==> src/port_power_monitor_pkg.sv <==
// Shared constants for the port power monitor and overcurrent trip block
//------------------------------------------------------------------------
//------------------------------------------------------------------------
package port_power_monitor_pkg;

   localparam int unsigned CLK_PERIOD_NS = 20;
   localparam int unsigned NUM_PORTS     = 8;
   localparam int unsigned NUM_SIG       = 2 * NUM_PORTS + 1;
   localparam int unsigned IDX_W         = 5;
   localparam int unsigned SAMPLE_W      = 12;

   // Schedule index: 2*port is voltage, 2*port+1 is current, last is supply
   localparam logic [4:0]  FIRST_IDX     = 5'h00;
   localparam logic [4:0]  SUPPLY_IDX    = 5'h10;

   localparam logic [11:0] LIMIT_MAX     = 12'h0fff;
   localparam logic [11:0] FILTER_RST    = 12'h0000;
   localparam int unsigned EMA_SHIFT     = 2;

   localparam int unsigned SLOT_NS       = 140000;
   localparam int unsigned SLOT_CYC      = SLOT_NS / CLK_PERIOD_NS;
   localparam int unsigned TTRIP_NS      = 1000000;
   localparam int unsigned TTRIP_CYC     = TTRIP_NS / CLK_PERIOD_NS;
   localparam int unsigned TLIMIT_NS     = 700;
   localparam int unsigned TLIMIT_CYC    = (TLIMIT_NS + CLK_PERIOD_NS - 1) / CLK_PERIOD_NS;

endpackage : port_power_monitor_pkg

==> src/ppm_slot_seq.sv <==
// Conversion slot timer and signal schedule
`timescale 1ns/10ps
module ppm_slot_seq
   import port_power_monitor_pkg::*;
#(
   parameter int unsigned SLOT_CYC_P = SLOT_CYC
)
(
   input  wire logic             clk_i,
   input  wire logic             rst_n_i,
   output logic      [IDX_W-1:0] slot_idx_o,
   output logic                  slot_end_o
);

   localparam int unsigned TW = $clog2(SLOT_CYC_P + 1);
   localparam logic [TW-1:0] SLOT_LAST = TW'(SLOT_CYC_P - 1);

   typedef struct packed {
      logic [TW-1:0]    timer;
      logic [IDX_W-1:0] idx;
   } seq_s;

   seq_s st_q;
   seq_s st_d;

   always_comb
   begin
      st_d = st_q;
      st_d.timer = st_q.timer + TW'(1);
      if (st_q.timer == SLOT_LAST)
      begin
         st_d.timer = '0;
         st_d.idx   = (st_q.idx == SUPPLY_IDX) ? FIRST_IDX : st_q.idx + 5'h01;
      end
   end

   always_ff @(posedge clk_i)
   begin
      if (!rst_n_i)
      begin
         st_q <= '{timer: '0, idx: FIRST_IDX};
      end
      else
      begin
         st_q <= st_d;
      end
   end

   assign slot_idx_o = st_q.idx;
   assign slot_end_o = (st_q.timer == SLOT_LAST);

   //---------------------------------------------------------------
   // Checks
   //---------------------------------------------------------------
   AST_SLOT_ADVANCE: assert property (@(posedge clk_i) disable iff (!rst_n_i)
      slot_end_o |=> slot_idx_o == (($past(slot_idx_o) == SUPPLY_IDX) ? FIRST_IDX
                                    : $past(slot_idx_o) + 5'h01))
      else $error("Schedule did not advance at slot end");
   AST_SLOT_HOLD: assert property (@(posedge clk_i) disable iff (!rst_n_i)
      !slot_end_o |=> $stable(slot_idx_o))
      else $error("Schedule moved inside a slot");
   AST_RESET_START: assert property (@(posedge clk_i)
      !rst_n_i |=> slot_idx_o == FIRST_IDX && st_q.timer == '0)
      else $error("Schedule not at first port after reset");

endmodule : ppm_slot_seq

==> src/ppm_ema_filter.sv <==
// Per-signal first-order exponential averaging store
`timescale 1ns/10ps
module ppm_ema_filter
   import port_power_monitor_pkg::*;
(
   input  wire logic                clk_i,
   input  wire logic                rst_n_i,
   input  wire logic                upd_i,
   input  wire logic [IDX_W-1:0]    idx_i,
   input  wire logic [SAMPLE_W-1:0] sample_i,
   input  wire logic [IDX_W-1:0]    rd_idx_i,
   output logic      [SAMPLE_W-1:0] new_val_o,
   output logic      [SAMPLE_W-1:0] rd_data_o
);

   typedef struct packed {
      logic [NUM_SIG-1:0][SAMPLE_W-1:0] acc;
      logic [SAMPLE_W-1:0]              rd;
   } filt_s;

   filt_s st_q;
   filt_s st_d;

   logic        [SAMPLE_W-1:0] prev;
   logic signed [SAMPLE_W:0]   diff;
   logic signed [SAMPLE_W:0]   step;

   always_comb
   begin
      prev = st_q.acc[idx_i];
      diff = $signed({1'b0, sample_i}) - $signed({1'b0, prev});
      step = diff >>> EMA_SHIFT;
      // True result stays in range, so modular add is exact
      new_val_o = prev + step[SAMPLE_W-1:0];
      st_d = st_q;
      if (upd_i)
      begin
         st_d.acc[idx_i] = new_val_o;
      end
      st_d.rd = st_q.acc[rd_idx_i];
   end

   always_ff @(posedge clk_i)
   begin
      if (!rst_n_i)
      begin
         st_q <= '{acc: {NUM_SIG{FILTER_RST}}, rd: FILTER_RST};
      end
      else
      begin
         st_q <= st_d;
      end
   end

   assign rd_data_o = st_q.rd;

   AST_EMA_STEP: assert property (@(posedge clk_i) disable iff (!rst_n_i)
      upd_i |=> st_q.acc[$past(idx_i)] == SAMPLE_W'($past(prev)
         + SAMPLE_W'(($signed({1'b0, $past(sample_i)})
         - $signed({1'b0, $past(prev)})) >>> EMA_SHIFT)))
      else $error("Average update wrong");

endmodule : ppm_ema_filter

==> src/port_power_monitor_trip.sv <==
// Port supply measurement sequencer, overcurrent breaker and power gating
`timescale 1ns/10ps
module port_power_monitor_trip
   import port_power_monitor_pkg::*;
#(
   parameter int unsigned SLOT_CYC_P = SLOT_CYC,
   parameter int unsigned TRIP_CYC_P = TTRIP_CYC
)
(
   input  wire logic                          CLK_SYS_I,
   input  wire logic                          RST_N_I,
   output logic                               CONV_REQ_O,
   output logic      [IDX_W-1:0]              CONV_SEL_O,
   input  wire logic                          CONV_ACK_I,
   input  wire logic [SAMPLE_W-1:0]           CONV_DATA_I,
   input  wire logic [NUM_PORTS-1:0]          SC_OVER_I,
   input  wire logic                          BUS_POWER_ONLY_I,
   input  wire logic [NUM_PORTS-1:0]          PORT_ENABLE_I,
   input  wire logic [NUM_PORTS*SAMPLE_W-1:0] PORT_LIMIT_I,
   input  wire logic [NUM_PORTS-1:0]          OC_CLEAR_I,
   input  wire logic [IDX_W-1:0]              RD_INDEX_I,
   output logic      [SAMPLE_W-1:0]           RD_DATA_O,
   output logic                               MEAS_VALID_O,
   output logic      [IDX_W-1:0]              MEAS_INDEX_O,
   output logic      [SAMPLE_W-1:0]           MEAS_DATA_O,
   output logic      [NUM_PORTS-1:0]          PORT_PWR_O,
   output logic      [NUM_PORTS-1:0]          OC_FLAG_O,
   output logic      [NUM_PORTS-1:0]          SC_MODE_O
);

   localparam int unsigned TW = $clog2(TRIP_CYC_P + 1);
   localparam int unsigned SW = $clog2(TLIMIT_CYC + 1);
   localparam logic [TW-1:0] TRIP_LAST = TW'(TRIP_CYC_P - 1);
   localparam logic [SW-1:0] SC_LAST   = SW'(TLIMIT_CYC - 1);

   typedef struct packed {
      logic                         ack_s1;
      logic                         ack_s2;
      logic [SAMPLE_W-1:0]          data_s1;
      logic [SAMPLE_W-1:0]          data_s2;
      logic [NUM_PORTS-1:0]         sc_s1;
      logic [NUM_PORTS-1:0]         sc_s2;
      logic                         bp_s1;
      logic                         bp_s2;
      logic                         req;
      logic [IDX_W-1:0]             sel;
      logic                         got;
      logic [SAMPLE_W-1:0]          cap;
      logic                         meas_valid;
      logic [IDX_W-1:0]             meas_idx;
      logic [SAMPLE_W-1:0]          meas_data;
      logic [NUM_PORTS-1:0]         en_prev;
      logic [NUM_PORTS-1:0]         oc;
      logic [NUM_PORTS-1:0]         run;
      logic [NUM_PORTS-1:0]         off;
      logic [NUM_PORTS-1:0][TW-1:0] trip_cnt;
      logic [NUM_PORTS-1:0]         sc_mode;
      logic [NUM_PORTS-1:0][SW-1:0] sc_cnt;
      logic [NUM_PORTS-1:0]         pwr;
   } mon_s;

   mon_s st_q;
   mon_s st_d;

   logic [IDX_W-1:0]     slot_idx;
   logic                 slot_end;
   logic                 upd;
   logic [SAMPLE_W-1:0]  new_val;
   logic                 is_cur;
   logic [2:0]           cur_port;
   logic [SAMPLE_W-1:0]  cur_limit;
   logic [NUM_PORTS-1:0] hit;
   logic [NUM_PORTS-1:0] clr;

   //---------------------------------------------------------------
   // Schedule and averaging
   //---------------------------------------------------------------
   ppm_slot_seq #(
      .SLOT_CYC_P (SLOT_CYC_P)
   ) u_seq (
      .clk_i      (CLK_SYS_I),
      .rst_n_i    (RST_N_I),
      .slot_idx_o (slot_idx),
      .slot_end_o (slot_end)
   );

   ppm_ema_filter u_filt (
      .clk_i     (CLK_SYS_I),
      .rst_n_i   (RST_N_I),
      .upd_i     (upd),
      .idx_i     (st_q.sel),
      .sample_i  (st_q.cap),
      .rd_idx_i  (RD_INDEX_I),
      .new_val_o (new_val),
      .rd_data_o (RD_DATA_O)
   );

   //---------------------------------------------------------------
   // Next state
   //---------------------------------------------------------------
   always_comb
   begin
      st_d = st_q;
      st_d.ack_s1  = CONV_ACK_I;
      st_d.ack_s2  = st_q.ack_s1;
      st_d.data_s1 = CONV_DATA_I;
      st_d.data_s2 = st_q.data_s1;
      st_d.sc_s1   = SC_OVER_I;
      st_d.sc_s2   = st_q.sc_s1;
      st_d.bp_s1   = BUS_POWER_ONLY_I;
      st_d.bp_s2   = st_q.bp_s1;

      // Four-phase handshake; a late answer is kept and used at the next slot end
      if (!st_q.req && !st_q.got && !st_q.ack_s2)
      begin
         st_d.req = 1'b1;
         st_d.sel = slot_idx;
      end
      else if (st_q.req && st_q.ack_s2)
      begin
         st_d.req = 1'b0;
         st_d.got = 1'b1;
         st_d.cap = st_q.data_s2;
      end

      upd       = slot_end && st_q.got;
      is_cur    = st_q.sel[0] && (st_q.sel != SUPPLY_IDX);
      cur_port  = st_q.sel[3:1];
      cur_limit = PORT_LIMIT_I[cur_port*SAMPLE_W +: SAMPLE_W];
      st_d.meas_valid = upd;
      if (upd)
      begin
         st_d.got       = 1'b0;
         st_d.meas_idx  = st_q.sel;
         st_d.meas_data = new_val;
      end

      for (int p = 0; p < NUM_PORTS; p++)
      begin
         // Raw sample, not the average
         hit[p] = upd && is_cur && (cur_port == 3'(p))
                  && (st_q.cap > cur_limit);
         clr[p] = OC_CLEAR_I[p] || (PORT_ENABLE_I[p] && !st_q.en_prev[p]);
         st_d.oc[p] = hit[p] || (st_q.oc[p] && !clr[p]);
         if (hit[p] && !st_q.run[p] && !st_q.off[p])
         begin
            st_d.run[p]      = 1'b1;
            st_d.trip_cnt[p] = '0;
         end
         else if (st_q.run[p])
         begin
            st_d.trip_cnt[p] = st_q.trip_cnt[p] + TW'(1);
            if (st_q.trip_cnt[p] == TRIP_LAST)
            begin
               st_d.run[p] = 1'b0;
               st_d.off[p] = 1'b1;
            end
         end
         // Software action cancels a pending trip unless a new one lands now
         if (clr[p] && !hit[p])
         begin
            st_d.run[p] = 1'b0;
            st_d.off[p] = 1'b0;
         end

         if (st_q.sc_s2[p])
         begin
            if (!st_q.sc_mode[p])
            begin
               st_d.sc_cnt[p] = st_q.sc_cnt[p] + SW'(1);
               st_d.sc_mode[p] = (st_q.sc_cnt[p] == SC_LAST);
            end
         end
         else
         begin
            st_d.sc_cnt[p]  = '0;
            st_d.sc_mode[p] = 1'b0;
         end

         st_d.pwr[p] = PORT_ENABLE_I[p] && !st_d.off[p] && !st_q.bp_s2;
      end
      st_d.en_prev = PORT_ENABLE_I;
   end

   always_ff @(posedge CLK_SYS_I)
   begin
      if (!RST_N_I)
      begin
         st_q <= '0;
      end
      else
      begin
         st_q <= st_d;
      end
   end

   //---------------------------------------------------------------
   // Outputs
   //---------------------------------------------------------------
   assign CONV_REQ_O   = st_q.req;
   assign CONV_SEL_O   = st_q.sel;
   assign MEAS_VALID_O = st_q.meas_valid;
   assign MEAS_INDEX_O = st_q.meas_idx;
   assign MEAS_DATA_O  = st_q.meas_data;
   assign PORT_PWR_O   = st_q.pwr;
   assign OC_FLAG_O    = st_q.oc;
   assign SC_MODE_O    = st_q.sc_mode;

   //---------------------------------------------------------------
   // Checks
   //---------------------------------------------------------------
   AST_BUS_POWER_OFF: assert property (@(posedge CLK_SYS_I) disable iff (!RST_N_I)
      st_q.bp_s2 |=> PORT_PWR_O == '0)
      else $error("Port powered while on upstream bus power");

   AST_TRIP_FLAG: assert property (@(posedge CLK_SYS_I) disable iff (!RST_N_I)
      (upd && is_cur && st_q.cap > cur_limit) |=> OC_FLAG_O[$past(cur_port)])
      else $error("Overcurrent sample did not set flag");

   AST_TRIP_DELAY: assert property (@(posedge CLK_SYS_I) disable iff (!RST_N_I)
      $rose(st_q.off[2]) |-> $past(st_q.trip_cnt[2]) == TRIP_LAST && $past(st_q.run[2]))
      else $error("Port cut before trip delay elapsed");

   AST_TRIP_POWER: assert property (@(posedge CLK_SYS_I) disable iff (!RST_N_I)
      st_q.off[2] |-> !PORT_PWR_O[2])
      else $error("Tripped port still powered");

   AST_OFF_HOLDS: assert property (@(posedge CLK_SYS_I) disable iff (!RST_N_I)
      (st_q.off[2] && !OC_CLEAR_I[2] && !(PORT_ENABLE_I[2] && !st_q.en_prev[2]))
      |=> st_q.off[2] && OC_FLAG_O[2])
      else $error("Tripped port released without software");

   AST_SC_ENTRY: assert property (@(posedge CLK_SYS_I) disable iff (!RST_N_I)
      $rose(SC_MODE_O[4]) |-> $past(st_q.sc_s2[4], 1) && $past(st_q.sc_cnt[4]) == SC_LAST)
      else $error("Short-circuit mode entered at wrong time");

   AST_SC_EXIT: assert property (@(posedge CLK_SYS_I) disable iff (!RST_N_I)
      !st_q.sc_s2[4] |=> !SC_MODE_O[4])
      else $error("Short-circuit mode held after overcurrent gone");

   AST_REQ_RELEASE: assert property (@(posedge CLK_SYS_I) disable iff (!RST_N_I)
      (CONV_REQ_O && st_q.ack_s2) |=> !CONV_REQ_O && st_q.got ##1 !CONV_REQ_O)
      else $error("Request not dropped after answer");

   AST_MEAS_PULSE: assert property (@(posedge CLK_SYS_I) disable iff (!RST_N_I)
      MEAS_VALID_O |=> !MEAS_VALID_O)
      else $error("Result strobe longer than one cycle");

   COV_TRIP: cover property (@(posedge CLK_SYS_I) disable iff (!RST_N_I)
      $rose(st_q.off[2]));
   COV_SC: cover property (@(posedge CLK_SYS_I) disable iff (!RST_N_I)
      $rose(SC_MODE_O[4]));
   COV_SUPPLY: cover property (@(posedge CLK_SYS_I) disable iff (!RST_N_I)
      MEAS_VALID_O && MEAS_INDEX_O == SUPPLY_IDX);
   COV_CLEAR: cover property (@(posedge CLK_SYS_I) disable iff (!RST_N_I)
      st_q.off[2] ##1 !st_q.off[2]);

endmodule : port_power_monitor_trip

==> config.mk <==
export PLATFORM = sky130hd
export DESIGN_NAME = port_power_monitor_trip
export DESIGN_NICKNAME = d
export VERILOG_FILES = /design/src/port_power_monitor_pkg.sv /design/src/ppm_slot_seq.sv /design/src/ppm_ema_filter.sv /design/src/port_power_monitor_trip.sv
export SDC_FILE = /design/constraint.sdc
export NUM_CORES = 1
export LEC_CHECK = 0
export BUFFER_PORTS_ARGS = -buffer_cell sky130_fd_sc_hd__buf_2
export CAP_MARGIN = 20
export CORE_MARGIN = 5
export CORE_UTILIZATION = 30
export DETAILED_ROUTE_END_ITERATION = 10
export SYNTH_ARGS = -nofsm -noshare
export SYNTH_HDL_FRONTEND = slang
export SYNTH_HIERARCHICAL = 1
export SYNTH_SLANG_ARGS = --single-unit
export TNS_END_PERCENT = 10
==> constraint.sdc <==
create_clock -name CLK_SYS_I -period 7.3 [get_ports CLK_SYS_I]
set_clock_uncertainty 0.05 [all_clocks]
set_input_delay 0.73 -clock CLK_SYS_I [delete_from_list [all_inputs] [get_ports CLK_SYS_I]]
set_output_delay 0.73 -clock CLK_SYS_I [all_outputs]
set_load 0.02 [all_outputs]
Word-level counts from Yosys, hierarchy flattened
Cells that the tools add are included.
{"block": "classes", "addsub": 20, "n_mul": 1, "n_lt_le_gt_ge": 4, "n_eq_ne": 26, "shift": 1, "n_mux": 74, "bitwise": 2, "n_reduce_logical": 176}
{"op": "$bwmux W204", "n": 1}
{"op": "$add A16 B1 Y16 const B", "n": 8}
{"op": "$eq A16 B16 Y1 const B", "n": 8}
{"op": "$bmux W12 S5", "n": 2}
{"op": "$shiftx A96 B8 Y12", "n": 1}
{"op": "$logic_and A1 B1 Y1", "n": 79}
{"op": "$mux W1", "n": 66}
{"op": "$demux W12 S5", "n": 1}
{"op": "$logic_not A1 Y1", "n": 52}
{"op": "$add A6 B1 Y6 const B", "n": 8}
{"op": "$eq A6 B6 Y1 const B", "n": 8}
{"op": "$mux W12", "n": 3}
{"op": "$reduce_or A2 Y1", "n": 18}
{"op": "$reduce_and A2 Y1", "n": 9}
{"op": "$logic_or A1 B1 Y1", "n": 16}
{"op": "$add A13 B1 Y13 const B", "n": 1}
{"op": "$eq A13 B13 Y1 const B", "n": 1}
{"op": "$sub A12 B12 Y13", "n": 1}
{"op": "$add A12 B12 Y12", "n": 1}
{"op": "$eq A3 B3 Y1 const B", "n": 4}
{"op": "$gt A12 B12 Y1", "n": 1}
{"op": "$lt A5 B6 Y1 const B", "n": 2}
{"op": "$eq A3 B2 Y1 const B", "n": 2}
{"op": "$add A5 B1 Y5 const B", "n": 1}
{"op": "other kinds (9)", "n": 10}
{"block": "totals", "reg_bits": 539, "word_cells": 375}

Longest topological paths before layout
Gate-level depths: netlist (run 1).
{"block": "logic_depth", "word_depth": 12, "depth_mapped": 27}

By module
Netlist (run 1), hierarchy kept.
{"module": "port_power_monitor_trip", "instances": 1, "cells_each": 1441, "area_per_inst_um2": 13256.5}
{"module": "ppm_ema_filter", "instances": 1, "cells_each": 1361, "area_per_inst_um2": 12505.7}
{"module": "ppm_slot_seq", "instances": 1, "cells_each": 98, "area_per_inst_um2": 872.1}

Least setup slack after synthesis (run 1)
Ideal clock, no wire load.
{"block": "synth_timing", "path_type": "reg2reg", "startpoint": "reg st_q (netlist bit CONV_SEL_O[1])", "endpoint": "reg st_q (netlist bit MEAS_DATA_O[11])", "t_arrival_ps": 5498, "t_required_ps": 7180, "path_slack_ps": 1682, "path_stages_with_launch": 27, "path_buffers": 6, "cell_sequence": "dfxtp_1 -> buf_2 -> buf_4 -> buf_1 -> clkbuf_1 -> mux4_2 -> a21oi_1 -> o21a_1 -> ha_1 -> or2_2 -> o41a_1 -> and3_1 -> o21a_1 -> o21a_1 -> nor2_1 -> xnor2_1 -> ha_1 -> inv_1 -> o21bai_1 -> a31oi_1 -> o211a_1 -> nor3_1 -> clkbuf_1 -> buf_2 -> xnor2_1 -> nand2_1 -> a21oi_1"}
{"block": "synth_via", "elab_chain_cells": 4}
{"item": "from (decl)", "line": "port_power_monitor_trip.sv:62", "text": "mon_s st_q;"}
{"item": "from (signal assigned)", "line": "port_power_monitor_trip.sv:193", "text": "st_q <= st_d;"}
{"item": "$bmux W12 S5 (*)", "line": "ppm_ema_filter.sv:30", "text": "prev = st_q.acc[idx_i];"}
{"item": "$mux W12 (not written as such) (*)", "line": "ppm_ema_filter.sv:30"}
{"item": "$sub A12 B12 Y13", "line": "ppm_ema_filter.sv:31", "text": "diff = $signed({1'b0, sample_i}) - $signed({1'b0, prev});"}
{"item": "$add A12 B12 Y12 (*)", "line": "ppm_ema_filter.sv:34", "text": "new_val_o = prev + step[SAMPLE_W-1:0];"}
{"item": "net new_val[11]", "line": "port_power_monitor_trip.sv:68", "text": "logic [SAMPLE_W-1:0] new_val;"}
The timed path passes the listed nets; every way through them passes the cells marked *. The select of a mux whose other input is x is not followed.
A chain may end at the register's enable or synchronous reset.

Worst setup path in the final report (run 1)
{"block": "layout_timing", "startpoint": "reg st_q (netlist bit CONV_SEL_O[0])", "endpoint": "reg u_filt/st_q[203] in the netlist's numbering"}
{"block": "layout_via", "elab_chain_cells": 5}
{"item": "$bmux W12 S5 (tied with other cells)", "line": "ppm_ema_filter.sv:30"}
{"item": "$mux W12 (not written as such) / $logic_and A1 B1 Y1 (equally long branches)", "line": "ppm_ema_filter.sv:30, ppm_ema_filter.sv:38"}
{"item": "$sub A12 B12 Y13 / $mux W12 (equally long branches)", "line": "ppm_ema_filter.sv:31, ppm_ema_filter.sv:38"}
{"item": "$add A12 B12 Y12 / $demux W12 S5 (equally long branches)"}
{"item": "$bwmux W204 (*)", "line": "ppm_ema_filter.sv:38", "text": "st_d.acc[idx_i] = new_val_o;"}
{"item": "to (signal assigned)", "line": "ppm_ema_filter.sv:47", "text": "st_q <= '{acc: {NUM_SIG{FILTER_RST}}, rd: FILTER_RST};"}
{"item": "to (signal assigned)", "line": "ppm_ema_filter.sv:51", "text": "st_q <= st_d;"}
{"item": "to (decl)", "line": "ppm_ema_filter.sv:21", "text": "filt_s st_q;"}
Mark *: on every way between the ends. The rest lies on a longest branch, timed or not. The select of a mux whose other input is x is not followed.

==> out/metrics.cfg, run 1 <==
[floorplanning]
ios = 201
dieHeight_um = 308.0
die-area_um2 = 94840
row_count = 109
fp.coreArea_um2 = 88240
die_w_um = 308.0
initial_core_util_pct = 30.18

[synthesis]
synth-simple-area-share_pct = 22.46
yosysTopAreaCell = dfxtp_1
ys.flop_type = dfxtp_1
synth_fa_ha_area_share_pct = 2.941
synth_edf_count = 0
synth_compound_area_share_pct = 10.23
ys_async_sr_fraction_pct = 0
syn_area_per_cell_um2 = 9.184
ys_top_cells_by_area = dfxtp_1 (41%), mux4_2 (10%), nand2_1 (6.6%)
ys_warn_count = 6
syn_nets = 3103
synth_top_family_by_area = simple AND/OR/NAND/NOR gates
ys_seq_area_share_pct = 40.51
synthCells = 2900
synth_top_area_share_pct = 40.51
ys_types = 85
synth_area_um2 = 26630
synth_xor_xnor_area_share_pct = 5.853
synth_seq_cells = 539
synth_mux_area_share_pct = 12.72

[worst_setup_path]
slowest_delay_ns = 0.85
crit_fanout = 37
cp-start-kind = flip-flop
criticalPathCategory = reg -> reg
crit_required_ns = 7.75
critPathArrivalTime_ns = 6.47
timing.rr.start = CONV_SEL_O[0]$_SDFFE_PN0P_
crit_family = simple AND/OR/NAND/NOR gates
crit_buf_inv = 2
worstPathCellList = buf_4 > mux4_2 > mux2i_1 > nor2_1 > a21oi_1 > o21a_1 > ha_1 > and4_1 > and3_1 > or2_4 > a21o_1 > xor2_1 > ha_1 > a21o_1 > a31oi_1 > o211a_1 > nor3_2 > buf_4 > or3_1 > nand3_1
cp-startpoint = CONV_SEL_O[0]$_SDFFE_PN0P_
slowest_stage = dfxtp_4
end_kind = flip-flop

[clock_network]
clk_latency_ns = 0.63
cts_buffers = 58
cts.sinks = 539
h-tree-depth = 2
path_clk_slew_ns = 0.06
post-cts-setup-buffer-count = 0
cts_resized = 0
cts_tree = built
cts_hold_buf = 0
cts_root_buf = clkbuf_16
clockBufferDepth = 3

[global_routing]
grt_usage_pct = 14.84
grt_pass1_wl_um = 113300
grt_overflow_total = 0
grt_max_degree = 104
grt_antenna_before_repair = 4
grt_pass1_vias = 19370

[drt]
routed_wl_um = 73350
num_vias = 20730
dr_wl_met3_um = 5790
drtIter0Drc = 1673
wl_met2_um = 32290
wl_met1_um = 33890
first_pass_iters = 5
ant_nets = 0
routed.top_layer = met5
avgViaCountPerCell = 4.952
wl_per_cell_um = 17.53
drcViolationCount = 0

[placement]
dp_hpwl_um = 49820
dp_cells = 4074
post-place-ws_ns = 1.336
numPortBuffers = 200
gp_congestion = 0.8480
post_dp_cell_area_um2 = 28190

[cells_and_area]
stdcell_count = 4185
layout-drive-gt1-share_pct = 16.69
regArea_um2 = 10800
synthToLayoutAreaGrowth_pct = 13.80
diodes = 0
fillCellCount = 9032
final_area_um2 = 30310
final_nets = 3174
multiInputGateArea_um2 = 14470

[pwr]
p_seq_share_pct = 46.6
pwr-share-clk_pct = 49.6
p_int_mw = 4.950
p_leak_nw = 11.19
switching_power_mw = 1.426
sw_frac_of_total_pct = 22.36
p_per_area_nw_per_um2 = 210.4
ir_drop_mv = 0.1620
p_comb_share_pct = 3.9

[sta]
drv_slew = 0
holdWs_ns = 0.2534
finalSetupTns_ns = 0
max_freq_mhz = 166.3
maxSlewHeadroom_pct = 24.97
setup_viol = 0
rsz0062_at_grt = false
setup_ws_ns = 1.285
finalCritPeriodShare_pct = 82.40
worst_slew_pin_slew_ns = 1.121
finalHoldViolCount = 0
period_minus_slack_ns = 6.015

[outcome]
status = finished, final reports clean

[min_path]
hp-class = in -> reg
hold_path_startpoint = BUS_POWER_ONLY_I

[flow_run]
drv_cap = 0

[layout by cell type (no fill, tap or decap), types with 6 or more instances in the layout]
cell / count
nor3_1: 46
ha_1: 61
o21ai_0: 76
xor2_1: 108
nand4_1: 65
nand2_1: 466
nand4b_1: 6
mux4_2: 124
a32o_1: 6
nor4b_1: 13
clkbuf_16: 61
nor2_1: 295
a21oi_1: 94
or3_1: 23
dfxtp_1: 535
nor4_1: 11
nor2b_1: 44
mux2i_1: 42
a21boi_0: 98
clkbuf_1: 11
buf_4: 32
xnor2_1: 67
and3_1: 28
clkbuf_8: 19
a22oi_1: 24
o21a_1: 15
and2_1: 129
inv_1: 58
nand2b_1: 11
a21o_1: 6
buf_2: 198
nand3_1: 102
o211a_1: 25
clkinv_2: 7
[power by group through the flow]
| stage | registers (mW) | clock network [mW] | logic, mW |
|---|---|---|---|
| 6_report | 2.97 | 3.16 | 0.247 |
| 5_1_grt | 2.97 | 3.37 | 0.269 |
| 4_1_cts | 2.97 | 3.25 | 0.250 |
| 3_5_place_dp | 3.03 | 0 | 0.249 |
| 3_3_place_gp | 3.03 | 0 | 0.247 |
| 2_1_floorplan | 3.03 | 0 | 0.155 |
[synthesized netlist by cell type (28+ instances only)]
| library cell | instances |
|---|---|
| a21boi_0 | 98 |
| a21oi_1 | 94 |
| and2_1 | 129 |
| and3_1 | 28 |
| buf_4 | 71 |
| clkbuf_1 | 105 |
| dfxtp_1 | 539 |
| ha_1 | 61 |
| inv_1 | 58 |
| mux2i_1 | 42 |
| mux4_2 | 124 |
| nand2_1 | 466 |
| nand3_1 | 102 |
| nand4_1 | 65 |
| nor2_1 | 295 |
| nor2b_1 | 44 |
| nor3_1 | 47 |
| o21ai_0 | 76 |
| xnor2_1 | 70 |
| xor2_1 | 108 |
[routing by layer]
metal,up-vias,track usage (%)
met4,2,2.825
li1,10110,-
met3,100,3.138
met1,9829,21.29
met2,684,23.35
met5,-,0
[kinds of logic (layout without fill, tap and decap cells)]
family | after synthesis | count (layout)
AOI/OAI and AO/OA | 397 | 397
xor gates and xnor gates | 178 | 178
adders and majority gates | 62 | 62
buffers and inverters | 281 | 401
DFF | 539 | 539
muxes | 174 | 174
and+or+nand+nor | 1269 | 1269
[through the flow]
step	power, mW	utilization (%)
final	6.376	34.35
after global routing	6.606	34.35
after CTS	6.472	34.33
after detailed placement	3.283	31.94
after global placement	3.280	31.94
after floorplan	3.187	-
[registers in the layout, summed over array words and instances (netlist names), 12 cells and up]
signal and count:
u_filt/st_q 204, st_q 235, u_seq/st_q 13, MEAS_DATA_O 12
st_d 22, u_filt/rd_data_o 12
[worst paths after layout]
kind                                   endpoint  slack, ns  cells past startpoint
hold / removal             st_d[261]$_SDFF_PN0_       0.25                      2
setup reg to reg  u_filt/st_q[203]$_SDFFE_PN0P_       1.29                     20
hold reg to reg            st_q[266]$_SDFF_PN0_       0.38                      1
setup / recovery  u_filt/st_q[203]$_SDFFE_PN0P_       1.29                     20
[final cells by class]
| class | count | share of cell area, % |
|---|---|---|
| clock inverter | 19 | 0.9536 |
| sequential | 539 | 35.63 |
| clock buffer | 90 | 5.990 |
| inverter | 60 | 0.7431 |
| timing repair buffer | 232 | 4.145 |
| multi-input combinational | 2080 | 47.73 |
| tap | 1165 | 4.809 |
No activity file was read; power rests on OpenSTA's default activity.
==> run 2, diff against run 1 <==
ABC_AREA = 1   (was unset)
clock period = 5 ns   (was 7.3 ns; I/O delays follow)
==> run 2 against run 1 <==
Worst setup slack worse by 0.98 ns. Maximum frequency rose by 28%. Global-route usage rose by 1.5 points. Synthesized cell count rose by 33%. Via count grew 22%. Count of clock-buffer cells in the layout fell by 2.
==> out/metrics.cfg, run 2 <==
[global_routing]
grt_max_degree = 91  ; -13%
grt_antenna_before_repair = 6  ; +2
grt_pass1_vias = 23170  ; +20%
grt_overflow_total = 0  ; unchanged
grt_usage_pct = 16.37  ; +1.5 points
grt_pass1_wl_um = 130900  ; +16%

[clock_network]
clk_latency_ns = 0.61  ; -0.02 ns
h-tree-depth = 3  ; +1
path_clk_slew_ns = 0.06  ; about the same
cts.sinks = 539  ; unchanged
cts_buffers = 67  ; +16%
clockBufferDepth = 3  ; unchanged
cts_tree = built
cts_root_buf = clkbuf_16

[sta]
setup_ws_ns = 0.3094  ; -0.9757 ns
worst_slew_pin_slew_ns = 1.061  ; -0.06036 ns
setup_viol = 0  ; unchanged
drv_slew = 0  ; unchanged
max_freq_mhz = 213.2  ; +28%
maxSlewHeadroom_pct = 29.27  ; +4.3 points
holdWs_ns = 0.03711  ; -0.2163 ns
finalSetupTns_ns = 0  ; unchanged
period_minus_slack_ns = 4.691  ; -1.324 ns
finalHoldViolCount = 0  ; unchanged
rsz0062_at_grt = false
finalCritPeriodShare_pct = 93.81  ; +11 points

[cells_and_area]
fin_util_pct = 34.66  ; +0.31 points
final_cell_mix = inv_1 (589), nand2_1 (560), dfxtp_1 (537)
stdcell_count = 5191  ; +24%
final_area_um2 = 31670  ; +4.5%
final_common_cell = inv_1
regMostFlops = st_q
largest_reg_flops = 235  ; unchanged
final_nets = 4154  ; +31%
fillCellCount = 9679  ; +7.2%
multiInputGateArea_um2 = 13170  ; -9.0%
synthToLayoutAreaGrowth_pct = 15.07
regArea_um2 = 10800  ; about the same
layout-drive-gt1-share_pct = 13.08  ; -3.6 points

[placement]
dp_cells = 5064  ; +24%
gp_congestion = 0.9498  ; +12%
post_dp_cell_area_um2 = 29280  ; +3.9%
dp_hpwl_um = 59080  ; +19%
numPortBuffers = 200  ; unchanged
post-place-ws_ns = -0.07356  ; -1.410 ns

[pwr]
p_int_mw = 7.667  ; +55%
switching_power_mw = 2.676  ; +88%
pwr-share-clk_pct = 48.6  ; -1.0 points
p_leak_nw = 13.90  ; +24%
ir_drop_mv = 0.2443  ; +51%
p_comb_share_pct = 9.2  ; +5.3 points
p_per_area_nw_per_um2 = 326.6  ; +55%
p_seq_share_pct = 42.2  ; -4.4 points
p_total_mw = 10.34  ; +62%
sw_frac_of_total_pct = 25.88  ; +3.5 points

[flow_run]
drv_cap = 0  ; unchanged

[floorplanning]
fp.coreArea_um2 = 91390  ; +3.6%
ios = 201  ; unchanged
row_count = 111  ; +1.8%
initial_core_util_pct = 30.12  ; -0.067 points
die_w_um = 312.9  ; +1.6%
die-area_um2 = 97900  ; +3.2%
dieHeight_um = 312.9  ; +1.6%

[drt]
first_pass_iters = 6  ; +1
ant_nets = 0  ; unchanged
drtIter0Drc = 2316  ; +38%
num_vias = 25200  ; +22%
wl_per_cell_um = 16.16  ; -7.8%
avgViaCountPerCell = 4.854  ; -2.0%
drcViolationCount = 0  ; unchanged
routed_wl_um = 83880  ; +14%

[worst_setup_path]
crit_required_ns = 5.44  ; -2.31 ns
critPathArrivalTime_ns = 5.13  ; -1.34 ns
end_kind = flip-flop
crit_fanout = 10  ; -73%
cp-start-kind = flip-flop
criticalPathCategory = reg -> reg

[synthesis]
ys.flop_type = dfxtp_1
yosysTopAreaCell = dfxtp_1
synth_top_area_share_pct = 39.21  ; -1.3 points
synth_common_cells = inv_1 (590), nand2_1 (560), dfxtp_1 (539)
syn_area_per_cell_um2 = 7.152  ; -22%
synth_area_um2 = 27520  ; +3.3%
synthCells = 3848  ; +33%
yosysMostFrequentCell = inv_1
ys_warn_count = 6  ; unchanged
ys_top_cells_by_area = dfxtp_1 (39%), inv_1 (8.0%), nand2_1 (7.6%)
synth_seq_cells = 539  ; unchanged
ys_seq_area_share_pct = 39.21  ; -1.3 points
synth_edf_count = 0  ; unchanged
ys_async_sr_fraction_pct = 0  ; unchanged
ys_types = 59  ; -31%
syn_nets = 4051  ; +31%

[min_path]
hp-class = in -> reg

[outcome]
status = finished, final reports clean

-- run 2: layout make-up --
type                            count  share of cell area, %
Multi-Input combinational cell   2466                  41.57
Sequential cell                   539                  34.09
Inverter                          606                  7.198
Clock buffer                       88                  5.954
Timing Repair Buffer              271                  5.156
Tap cell                         1186                  4.686
Clock inverter                     30                  1.312
Antenna cell                        5                0.03951
-- run 2: worst max-delay path, cell delays in order (launching register included) --
cell and delay [ns]:
dfxtp_2 0.44, inv_4 0.12, nand2_4 0.14, buf_4 0.21, o22ai_1 0.10, a221oi_1 0.41, o211ai_1 0.19, a221oi_1 0.26
buf_4 0.19, ha_1 0.20, nand2_1 0.10, o21ai_0 0.32, xor2_1 0.20, ha_1 0.28, a21oi_1 0.14, o21ai_0 0.09
a21oi_1 0.20, o21ai_1 0.11, nand2_1 0.06, nand2_1 0.06, a21oi_2 0.19, inv_1 0.15, nand3_4 0.18, nand3_1 0.09
nand2_1 0.07, inv_1 0.04
-- run 2: cell families after synthesis --
kind of cell | share of synthesized area [%]
AOI/OAI and AO/OA | 17.33
and+or+nand+nor | 22.88
xor gates and xnor gates | 4.323
muxes | 0.2910
DFF | 39.21
adders and majority gates | 2.846
buffers and inverters | 13.12
-- run 2: power groups by stage --
stage | Sequential (mW) | Combinational (mW) | Clock (mW)
2_1_floorplan | 4.45 | 0.547 | 0
3_3_place_gp | 4.45 | 0.917 | 0
3_5_place_dp | 4.45 | 0.921 | 0
4_1_cts | 4.36 | 0.928 | 5.17
5_1_grt | 4.36 | 1.02 | 5.34
6_report | 4.36 | 0.950 | 5.03
-- run 2: timing repair --
item,4_1_cts,5_1_grt
pin swaps,1,2
buffers inserted,0,1
hold buffers,1,0
endpoints found under the hold margin,1,0
resized for setup,1,9
endpoints found under the setup margin,18,69
cloned,1,1
-- run 2: worst paths after layout --
path / from / end / slack [ns] / cells past startpoint
max: CONV_SEL_O[0]$_SDFFE_PN0P_ / u_filt/st_q[191]$_SDFFE_PN0P_ / 0.31 / 25
min: CONV_DATA_I[8] / st_d[287]$_SDFF_PN0_ / 0.04 / 3
min reg2reg: st_d[269]$_SDFF_PN0_ / st_q[269]$_SDFF_PN0_ / 0.37 / 2
max reg2reg: CONV_SEL_O[0]$_SDFFE_PN0P_ / u_filt/st_q[191]$_SDFFE_PN0P_ / 0.31 / 25
-- run 2: layer usage --
| layer | global-route usage (%) | wire (um) |
|---|---|---|
| met1 | 23.06 | 38340 |
| met2 | 25.07 | 35860 |
| met3 | 3.438 | 6960 |
| met4 | 5.269 | 2719 |
| met5 | 0 | 0 |
